$ cat src/hw/bpb_pkg.sv
// Package: register map, field layout and bus carrier types of the port bank
package bpb_pkg;
	// ==========================================================
	// Register map (printed offsets not all multiples of four: index * 4)
	localparam logic [11:0] IDX_GROUP0_DATA = 12'hf60;
	localparam logic [11:0] IDX_GROUP1_DATA = 12'hf61;
	localparam logic [11:0] IDX_GROUP2_DATA = 12'hf62;
	localparam logic [11:0] IDX_GROUP3_DATA = 12'hf63;
	localparam logic [11:0] IDX_DIR_CTRL    = 12'hf7d;
	localparam logic [11:0] IDX_PULLUP_CTRL = 12'hf7e;
	localparam int          ADDR_W          = 14;
	localparam int          GROUPS          = 4;
	localparam int          GROUP_W         = 4;
	localparam int          PINS            = 16;
	localparam logic [3:0]  DIR_RESET       = 4'h0;
	localparam logic [3:0]  PULLUP_RESET    = 4'h0;

	// ==========================================================
	// APB carriers
	typedef struct packed {
		logic              psel;
		logic              penable;
		logic              pwrite;
		logic [ADDR_W-1:0] paddr;
		logic [31:0]       pwdata;
	} bpb_apb_req_t;

	typedef struct packed {
		logic        pready;
		logic        pslverr;
		logic [31:0] prdata;
	} bpb_apb_rsp_t;

	// Pin carrier: output, output enable, pull-up enable per pin
	typedef struct packed {
		logic [15:0] out;
		logic [15:0] oe;
		logic [15:0] pull;
	} bpb_pin_drv_t;
endpackage

$ cat src/hw/bpb_port_bank.sv
// Sixteen-pin bidirectional port bank with APB register access
// Summary of operation
// - Sixteen pins in four groups of four
// - Push-pull or open-drain chosen at build time
// - Group 3 pins may be output-only
// - Direction bit 0 puts group in input
// - Direction bit 1 drives stored data
// - Output-only pins ignore direction bit
// - Direction register, one bit per group
// - Direction bits clear to input at reset
// - Pull-up register, zero enables pull-ups
// - Pull-up bits clear to zero at reset
// - Four data registers store written pin values
// - Data writes accepted in input mode
// - Output-only pins drive written data directly
// - Data reads return actual pin levels
// - Undriven open-drain high without pull reads unknown (output-only pins with pull-up bit zero read the pin level instead)
// - Output-only pins never get pull-ups
//
// Added by the designer: the APB slave port.
`timescale 1ns/1ps
module bpb_port_bank
	import bpb_pkg::*;
#(
	parameter logic [1:0]  OD_GROUP01 = 2'b00,     // Bit g: group g open-drain
	parameter logic [7:0]  OD_PIN23   = 8'h00,     // Bit: pin of groups 2,3 open-drain
	parameter logic [3:0]  OUT_ONLY3  = 4'h0       // Bit: group 3 pin output-only
) (
	// Clock and reset
	input  wire logic          CLK_I,
	input  wire logic          SYS_RST_I,
	// APB slave
	input  wire bpb_pkg::bpb_apb_req_t APB_REQ_I,
	output      bpb_pkg::bpb_apb_rsp_t APB_RSP_O,
	// Port pins
	input  wire logic [15:0]   PIN_I,
	output      logic [15:0]   PIN_O,
	output      logic [15:0]   PIN_OE_O,
	output      logic [15:0]   PIN_PULL_O
);
	import bpb_pkg::*;

	// ==========================================================
	// Build-time pin options
	logic [15:0] open_drain;
	logic [15:0] out_only;
	assign open_drain = {OD_PIN23, {4{OD_GROUP01[1]}}, {4{OD_GROUP01[0]}}};
	assign out_only   = {OUT_ONLY3, 12'h000};

	// ==========================================================
	// Registers
	logic [3:0]  dir_ctrl;
	logic [3:0]  pullup_ctrl;
	logic [15:0] port_data;
	logic [15:0] pin_meta;
	logic [15:0] pin_sync;

	logic [11:0] idx;
	logic        wr_take;
	logic        rd_take;
	assign idx     = APB_REQ_I.paddr[ADDR_W-1:2];
	assign wr_take = APB_REQ_I.psel & APB_REQ_I.penable & APB_REQ_I.pwrite & APB_RSP_O.pready;
	assign rd_take = APB_REQ_I.psel & ~APB_REQ_I.penable & ~APB_REQ_I.pwrite;

	always_ff @(posedge CLK_I or posedge SYS_RST_I) begin
		if (SYS_RST_I) begin
			dir_ctrl <= DIR_RESET;
		end else if (wr_take && idx == IDX_DIR_CTRL) begin
			dir_ctrl <= APB_REQ_I.pwdata[3:0];
		end
	end

	always_ff @(posedge CLK_I or posedge SYS_RST_I) begin
		if (SYS_RST_I) begin
			pullup_ctrl <= PULLUP_RESET;
		end else if (wr_take && idx == IDX_PULLUP_CTRL) begin
			pullup_ctrl <= APB_REQ_I.pwdata[3:0];
		end
	end

	// No reset on port data: contents stay unknown until written
	always_ff @(posedge CLK_I) begin
		if (wr_take) begin
			case (idx)
				IDX_GROUP0_DATA: port_data[3:0]   <= APB_REQ_I.pwdata[3:0];
				IDX_GROUP1_DATA: port_data[7:4]   <= APB_REQ_I.pwdata[3:0];
				IDX_GROUP2_DATA: port_data[11:8]  <= APB_REQ_I.pwdata[3:0];
				IDX_GROUP3_DATA: port_data[15:12] <= APB_REQ_I.pwdata[3:0];
				default: ;
			endcase
		end
	end

	// ==========================================================
	// Pin input synchroniser
	always_ff @(posedge CLK_I or posedge SYS_RST_I) begin
		if (SYS_RST_I) begin
			pin_meta <= 16'h0000;
			pin_sync <= 16'h0000;
		end else begin
			pin_meta <= PIN_I;
			pin_sync <= pin_meta;
		end
	end

	// ==========================================================
	// Pin drive, one slice per pin
	logic [15:0] next_out;
	logic [15:0] next_oe;
	logic [15:0] next_pull;
	logic [15:0] rd_level;
	genvar p;
	generate
		for (p = 0; p < PINS; p++) begin : g_pin
			logic drive_mode;
			assign drive_mode = out_only[p] | dir_ctrl[p/GROUP_W];
			// Open-drain only pulls low; a one releases the pin
			assign next_out[p] = open_drain[p] ? 1'b0 : port_data[p];
			assign next_oe[p]  = drive_mode & (~open_drain[p] | ~port_data[p]);
			assign next_pull[p] = ~pullup_ctrl[p/GROUP_W] & ~out_only[p];
			// Read back the pin; unknown when a released open-drain pin in drive mode has its group pull-up bit at one
			assign rd_level[p] = (drive_mode & open_drain[p] & port_data[p]
			                      & pullup_ctrl[p/GROUP_W]) ? 1'bx : pin_sync[p];
		end
	endgenerate

	always_ff @(posedge CLK_I or posedge SYS_RST_I) begin
		if (SYS_RST_I) begin
			PIN_O      <= 16'h0000;
			PIN_OE_O   <= 16'h0000;
			PIN_PULL_O <= 16'h0000;
		end else begin
			PIN_O      <= next_out;
			PIN_OE_O   <= next_oe;
			PIN_PULL_O <= next_pull;
		end
	end

	// ==========================================================
	// APB response: no wait states, read data captured in setup
	logic [31:0] next_rdata;
	logic        next_err;
	always_comb begin
		next_rdata = 32'h0000_0000;
		next_err   = 1'b0;
		case (idx)
			IDX_GROUP0_DATA: next_rdata[3:0] = rd_level[3:0];
			IDX_GROUP1_DATA: next_rdata[3:0] = rd_level[7:4];
			IDX_GROUP2_DATA: next_rdata[3:0] = rd_level[11:8];
			IDX_GROUP3_DATA: next_rdata[3:0] = rd_level[15:12];
			IDX_DIR_CTRL:    next_rdata[3:0] = dir_ctrl;
			IDX_PULLUP_CTRL: next_rdata[3:0] = pullup_ctrl;
			default:         next_err = 1'b1;
		endcase
	end

	always_ff @(posedge CLK_I or posedge SYS_RST_I) begin
		if (SYS_RST_I) begin
			APB_RSP_O <= '0;
		end else begin
			APB_RSP_O.pready <= APB_REQ_I.psel & ~APB_REQ_I.penable;
			APB_RSP_O.pslverr <= APB_REQ_I.psel & ~APB_REQ_I.penable & next_err;
			if (rd_take) begin
				APB_RSP_O.prdata <= next_rdata;
			end
		end
	end

	// ==========================================================
	// Checks
	a_input_no_drive: assert property (@(posedge CLK_I) disable iff (SYS_RST_I)
		$past(dir_ctrl[0] == 1'b0) && !$past(SYS_RST_I) |-> PIN_OE_O[3:0] == 4'h0)
		else $error("group 0 drives in input mode");
	a_output_drive: assert property (@(posedge CLK_I) disable iff (SYS_RST_I)
		$past(dir_ctrl[0] && !open_drain[0]) && !$past(SYS_RST_I)
		|-> PIN_OE_O[0] && PIN_O[0] == $past(port_data[0]))
		else $error("group 0 output mismatch");
	a_dir_write: assert property (@(posedge CLK_I) disable iff (SYS_RST_I)
		wr_take && idx == IDX_DIR_CTRL |=> dir_ctrl == $past(APB_REQ_I.pwdata[3:0]))
		else $error("direction write lost");
	a_pull_write: assert property (@(posedge CLK_I) disable iff (SYS_RST_I)
		wr_take && idx == IDX_PULLUP_CTRL |=> pullup_ctrl == $past(APB_REQ_I.pwdata[3:0]))
		else $error("pull-up write lost");
	a_pull_out: assert property (@(posedge CLK_I) disable iff (SYS_RST_I)
		!$past(SYS_RST_I) |-> PIN_PULL_O[3:0] == {4{~$past(pullup_ctrl[0])}})
		else $error("pull-up output mismatch");
	a_outonly_pull: assert property (@(posedge CLK_I)
		(PIN_PULL_O & out_only) == 16'h0000)
		else $error("pull-up on output-only pin");
	a_od_high: assert property (@(posedge CLK_I)
		(PIN_O & open_drain) == 16'h0000)
		else $error("open-drain pin driven high");
	a_data_store: assert property (@(posedge CLK_I) disable iff (SYS_RST_I)
		wr_take && idx == IDX_GROUP2_DATA |=> port_data[11:8] == $past(APB_REQ_I.pwdata[3:0]))
		else $error("data write lost");
	a_ready_once: assert property (@(posedge CLK_I) disable iff (SYS_RST_I)
		APB_REQ_I.psel && !APB_REQ_I.penable |=> APB_RSP_O.pready)
		else $error("no ready after setup");
	c_dir_write:  cover property (@(posedge CLK_I) wr_take && idx == IDX_DIR_CTRL);
	c_data_read:  cover property (@(posedge CLK_I) rd_take && idx == IDX_GROUP0_DATA);
	c_bad_addr:   cover property (@(posedge CLK_I) APB_RSP_O.pslverr);
	c_group3_out: cover property (@(posedge CLK_I) PIN_OE_O[15:12] != 4'h0);
endmodule

$ cat config.mk
export PLATFORM = sky130hd
export DESIGN_NAME = bpb_port_bank
export DESIGN_NICKNAME = d
export VERILOG_FILES = /design/src/hw/bpb_pkg.sv /design/src/hw/bpb_port_bank.sv
export SDC_FILE = /design/constraint.sdc
export NUM_CORES = 1
export LEC_CHECK = 0
export BUFFER_PORTS_ARGS = -buffer_cell sky130_fd_sc_hd__buf_2
export CAP_MARGIN = 20
export CORE_ASPECT_RATIO = 0.8
export CORE_UTILIZATION = 46
export CTS_BUF_LIST = sky130_fd_sc_hd__clkbuf_8 sky130_fd_sc_hd__clkbuf_16
export DETAILED_ROUTE_END_ITERATION = 7
export HOLD_SLACK_MARGIN = 0.12
export PLACE_DENSITY_LB_ADDON = 0.2
export SETUP_SLACK_MARGIN = 0.4
export SLEW_MARGIN = 20
export SYNTH_ARGS = -nofsm -noshare
export SYNTH_HDL_FRONTEND = slang
export SYNTH_SLANG_ARGS = --single-unit
$ cat constraint.sdc
create_clock -name CLK_I -period 2.4 [get_ports CLK_I]
set_input_delay 0.48 -clock CLK_I [delete_from_list [all_inputs] [get_ports CLK_I]]
set_output_delay 0.48 -clock CLK_I [all_outputs]
set_load 0.02 [all_outputs]
==> metrics.cfg, run 1 <==
[clock_network]
cts_sinks = 86
clk_pin_slew_ns = 0.08
cts-htree-levels = 3
cts_hold_buf = 0
cts_tree = built
insertion_delay_ns = 0.34
cts_root_buf = clkbuf_8
cts-resized-gates = 0
clockBufferDepth = 2
numCtsBuffers = 9
post_cts_buffers = 0

[power]
vdd_ir_drop_max_mv = 0.505
combinationalPowerShare_pct = 5.7
p_sw_uw = 582
p_sw_share_pct = 23.2
pwr-share-clk_pct = 33.7
seq_power_share_pct = 60.7
p_total_uw = 2510
internal_power_uw = 1930
leakagePower_uw = 0.00174
p_per_area_mw_per_mm2 = 694

[timing]
tns_ns = 0
post-route-period-util_pct = 71.4
hold_viol_final = 0
slew_headroom_pct = 66.4
rsz0062_at_grt = no
finalClockSkew_ns = 0.00960
setup_violations = 0
tightest_slew_ns = 0.503
slew_viol_final = 0
holdWs_ns = 0.159
fmax_ghz = 0.584
worst_slack_ns = 0.686
fin_crit_ns = 1.71

[detailed_routing]
drt-initial-drc-count = 46
wirelength_um = 4530
avgViaCountPerCell = 4.41
drc = 0
ant_nets = 0
num_vias = 1624
dr.pass1.iters = 4
wl_per_cell_um = 12.3

[finish]
fin_nets = 346
antenna_cells = 0
syn_to_final_growth_pct = 14.6
fin_util_pct = 55.5
drive_gt1_share_pct = 42.6
nFillCells = 571

[synth]
ys_types = 33
ys_warn_count = 0
ys_seq_area_share_pct = 70.8
synth_cells = 201
synth_top_cell_by_area = dfrtp_1
synth.top_cell.area_share_pct = 55.6
synth_seq_cells = 86
avgSynthCellArea_sq_um = 15.7
synth_area_sq_mm = 0.00315
synth.top_cells.by_area = dfrtp_1 (56%), edfxtp_1 (15%), buf_4 (12%), mux2_1 (2.9%), mux4_2 (2.9%)

[setup_path]
critPathArrivalTime_ns = 1.78
crit_required_ns = 2.46
critPathLaunchType = primary input
critPathKind = primary input to flop
worstSetupEndpointType = flop
crit_fanout = 4

[die]
die_y_um = 76.0
std_cell_rows = 26
num_io_pins = 149
coreArea_sq_mm = 0.00651
dieArea_sq_mm = 0.00719
die_w_um = 94.5
start_util_pct = 48.4

[global_routing]
grt_pass1_wl_um = 7220
grt_pass1_vias = 1485
grt_max_degree = 29
antenna_found_initial = 0
overflow = 0
grt_use_total_pct = 13.9

[placed_design]
pre_cts_ws_ns = 0.323
io_buffers = 90
hpwlAfterDp_um = 3310
gp_congestion = 0.722

[job]
cap_viol_max_count = 0

[status]
outcome = completed

[hold_path]
worst_hold_path_type = primary input to asynchronous set/reset pin

## worst max-delay path: stages
cell and delay, ns:
buf_2 0.11, or3_1 0.39, nor3_2 0.23, nand2b_1 0.16, nor3b_1 0.22, buf_4 0.17
## synth_stat cells, drive strengths merged
library cell / count
and2b: 1
nor3: 3
nand2b: 1
clkbuf: 1
buf: 54
inv: 6
nor3b: 2
nand4: 2
a21boi: 1
nand2: 7
mux2: 8
a22o: 3
nor2: 3
a22oi: 4
nand3: 4
conb: 1
or3b: 1
dfrtp: 70
edfxtp: 16
o21ai: 1
nor4: 2
mux4: 4
or3: 1
a2bb2oi: 1
nor2b: 2
o41ai: 1
nand3b: 1
## flip-flops by register name (all words and copies together), names as in the netlist
register,flops
APB_RSP_O,6
PIN_O,16
PIN_OE_O,4
PIN_PULL_O,4
dir_ctrl,4
next_out,16
pin_meta,16
pin_sync,16
pullup_ctrl,4
## per-layer routing
| layer | share of wire [%] | vias up | routed length [um] | track usage (%) |
|---|---|---|---|---|
| met5 | 0 | - | 0 | 0 |
| met3 | 8.7 | 8 | 394 | 6.59 |
| li1 | - | 756 | - | - |
| met2 | 48 | 79 | 2180 | 22.0 |
| met4 | 1.5 | 0 | 68 | 5.91 |
| met1 | 42 | 781 | 1880 | 16.2 |
## area by class of cell
type | instances | area (sq um) | share of cell area (%)
flip-flops and latches | 86 | 2230 | 61.8
multi-input cells | 81 | 594 | 16.5
repair buffers | 95 | 488 | 13.5
clock buffers | 9 | 124 | 3.43
well taps | 84 | 105 | 2.91
clock inverters | 7 | 41.3 | 1.14
inverters | 6 | 26.3 | 0.728
## power by group through the flow
stage / Combinational, uW / Clock (uW) / Sequential (uW)
floorplan: 125 / 0 / 1550
global placement: 143 / 0 / 1550
detailed placement: 144 / 0 / 1550
global route: 158 / 946 / 1520
finish: 142 / 844 / 1520
CTS: 145 / 875 / 1520
## placed cells by master (no fill, tap or decap), types with 2 or more instances in the layout
cell type   count
clkinvlp_4      2
clkinv_1        2
nor2_1          3
a22o_1          3
mux4_2          4
clkbuf_8        9
nor3b_1         2
nand3_1         4
inv_1           6
mux2_1          8
buf_2          90
dfrtp_1        70
nand2_1         5
nor3_1          2
edfxtp_1       16
nand2_2         2
a22oi_1         4
conb_1         28
buf_4           5
## metrics by stage
stage	area [sq um]	instances
2_1_floorplan	3260	228
3_3_place_gp	3450	352
3_5_place_dp	3450	352
4_1_cts	3610	368
5_1_grt	3610	368
6_report	3610	368
## path summary, 6_finish.rpt
path / cells past startpoint / to / startpoint / slack [ns]
setup / recovery: 6 / next_out[10] / APB_REQ_I[38] / 0.69
hold / removal: 2 / PIN_O[1] / SYS_RST_I / 0.16
setup reg to reg: 4 / next_out[10] / APB_RSP_O[33] / 0.92
hold reg to reg: 0 / pin_sync[13] / pin_meta[13] / 0.35
max in group asynchronous: 3 / pin_meta[14] / SYS_RST_I / 1.54
min in group CLK_I: 1 / pin_meta[5] / PIN_I[5] / 0.24
## cells by family (layout without fill, tap and decap cells)
logic type	Yosys count	count (layout)	synth area share, %
DFF	86	86	70.8
other	1	28	0.119
and+or+nand+nor	30	30	7.07
muxes	12	12	5.72
buffers and inverters	61	117	13.5
AOI/OAI and AO/OA	11	11	2.74
No activity file was read; power rests on OpenSTA's default activity.
==> inputs of run 2 (changes only) <==
clock period = 1.76 ns   (was 2.4 ns; I/O delays follow)
==> run 2 against run 1 <==
Compared with the run above:
- wire length increased by 4.6%
- final cell count increased by 6.5%
- register-to-register slack got worse by 0.50 ns
- first-iteration DRC count decreased by 54%
- worst setup slack got worse by 0.32 ns
- combinational power increased by 70%
- critical path depth unchanged
- count of clock-buffer cells in the layout unchanged
- via count increased by 4.6%
- critical endpoint unchanged
- highest routed layer unchanged
==> metrics.cfg, run 2 (same netlist as run 1, synthesis figures left out) <==
[status]
outcome = completed

[global_routing]
antenna_found_initial = 0  ; unchanged
grt_use_total_pct = 14.8  ; +0.91 points
grt_max_degree = 71  ; +140%
grt_pass1_wl_um = 7820  ; +8.2%
grt_pass1_vias = 1703  ; +15%
overflow = 0  ; unchanged

[clock_network]
cts_sinks = 86  ; unchanged
cts-htree-levels = 3  ; unchanged
cts_root_buf = clkbuf_8
numCtsBuffers = 9  ; unchanged
cts_tree = built
clk_pin_slew_ns = 0.08  ; about the same
insertion_delay_ns = 0.34  ; about the same
clockBufferDepth = 2  ; unchanged

[placed_design]
gp_congestion = 0.788  ; +9.2%
pre_cts_ws_ns = -0.0162  ; -0.340 ns
hpwlAfterDp_um = 3180  ; -4.1%
dp_cells = 357  ; +1.4%
place_area_sq_mm = 0.00356  ; +3.4%
io_buffers = 90  ; unchanged

[timing]
worst_slack_ns = 0.370  ; -0.317 ns
hold_viol_final = 0  ; unchanged
post-route-period-util_pct = 79.0
fin_crit_ns = 1.39
setup_violations = 0  ; unchanged
finalClockSkew_ns = 0.00651  ; -0.00309 ns
slew_viol_final = 0  ; unchanged
rsz0062_at_grt = yes
fmax_ghz = 0.719

[setup_path]
r2r_slack_ns = 0.42  ; -0.50 ns
crit_fanout = 4  ; unchanged
worstSetupEndpointType = flop
crit_required_ns = 1.83  ; -0.63 ns
critPathKind = primary input to flop
r2r_start = APB_RSP_O[33]
cp_slowest_cell = or3_4
reg2reg_to = pullup_ctrl[0]
crit_end = next_out[10]
r2r_cells = 4  ; unchanged
slowest_delay_ns = 0.40  ; about the same
critPathLaunchType = primary input
critPathArrivalTime_ns = 1.46  ; -0.32 ns
crit_start = APB_REQ_I[38]
path_cells = buf_6 > or3_4 > nor3_4 > nand2b_4 > nor3b_2 > buf_4

[job]
cap_viol_max_count = 0  ; unchanged

[detailed_routing]
dr.pass1.iters = 4  ; unchanged
avgViaCountPerCell = 4.33  ; -1.8%
num_vias = 1699  ; +4.6%
drt-initial-drc-count = 21  ; -54%
wl_per_cell_um = 12.1  ; -1.8%
wirelength_um = 4730  ; +4.6%
ant_nets = 0  ; unchanged
drc = 0  ; unchanged

[power]
p_per_area_mw_per_mm2 = 908  ; +31%
leakagePower_uw = 0.00191  ; +9.4%
vdd_ir_drop_max_mv = 0.836  ; +65%
p_total_uw = 3570  ; +43%

[finish]
final_cell_mix = buf_2 (89), dfrtp_1 (70), conb_1 (28)
nFillCells = 510  ; -11%
drive_gt1_share_pct = 46.4  ; +3.8 points
regArea_sq_mm = 0.00223  ; unchanged
final_area_sq_mm = 0.00394  ; +9.1%
multiInputGateArea_sq_um = 661  ; +11%
fin_util_pct = 60.5  ; +5.0 points
antenna_cells = 0  ; unchanged
syn_to_final_growth_pct = 25.0
layout.cells.non_filler = 392  ; +6.5%
fin_nets = 370  ; +6.9%
final_common_cell = buf_2

[die]
start_util_pct = 48.4  ; unchanged
dieArea_sq_mm = 0.00719  ; unchanged
die_w_um = 94.5  ; unchanged
die_y_um = 76.0  ; unchanged
std_cell_rows = 26  ; unchanged
num_io_pins = 149  ; unchanged
coreArea_sq_mm = 0.00651  ; unchanged

[hold_path]
worst_hold_path_type = primary input to flop

==> run 2: cell count changes in the layout (fill, tap and decap cells not counted), sizes merged <==
cell / change
buf: +7
clkinv: -4
clkinvlp: +1
dlygate4sd3: +17
inv: +3
==> run 2: worst min-delay path by stage <==
stage                     slack [ns]  cells after the start          start            end
after global routing            0.17                      2  APB_REQ_I[47]  APB_RSP_O[33]
after detailed placement        0.33                      0    pin_meta[5]    pin_sync[5]
after global placement          0.33                      0    next_out[6]       PIN_O[6]
after floorplan                 0.33                      0    next_out[0]       PIN_O[0]
after CTS                       0.17                      2  APB_REQ_I[47]  APB_RSP_O[33]
final                           0.19                      2  APB_REQ_I[47]  APB_RSP_O[33]
==> run 2: metrics by stage <==
stage	hold WS, ns	setup TNS (ns)
4_1_cts	0.169	0
5_1_grt	0.170	0
3_5_place_dp	0.335	-0.0648
3_3_place_gp	0.332	-0.0181
6_report	0.186	0
2_1_floorplan	0.331	0
==> run 2: area by class of cell <==
class | instances | area share [%]
sequential | 86 | 56.7
timing repair buffer | 119 | 18.5
multi-input combinational | 81 | 16.8
clock buffer | 9 | 3.14
tap | 84 | 2.67
clock inverter | 7 | 1.56
inverter | 6 | 0.667
==> run 2: power breakdown <==
part / internal (uW) / total (uW) / switching [uW]
sequential: 2060 / 2070 / 10.1
clock: 542 / 1260 / 718
combinational: 94.1 / 241 / 147
total: 2700 / 3570 / 875
==> run 2: critical path, delay by kind of cell <==
family                 cells  cell delay (ns)
buffers and inverters      2             0.24
and+or+nand+nor            4             0.86
==> run 2: timing repair <==
item	4_1_cts	5_1_grt
hold endpoints to repair	86	0
pin swaps	2	1
hold buffers	17	0
setup endpoints to repair	16	24
setup buffers	1	1
resized for setup	1	0
==> run 2: routing by layer <==
| metal | wire length (um) | track usage, % | vias to the layer above |
|---|---|---|---|
| li1 | - | - | 806 |
| met1 | 1930 | 17.1 | 811 |
| met2 | 2400 | 24.9 | 78 |
| met5 | 0 | 0 | - |
| met3 | 350 | 5.99 | 4 |
| met4 | 46 | 5.15 | 0 |
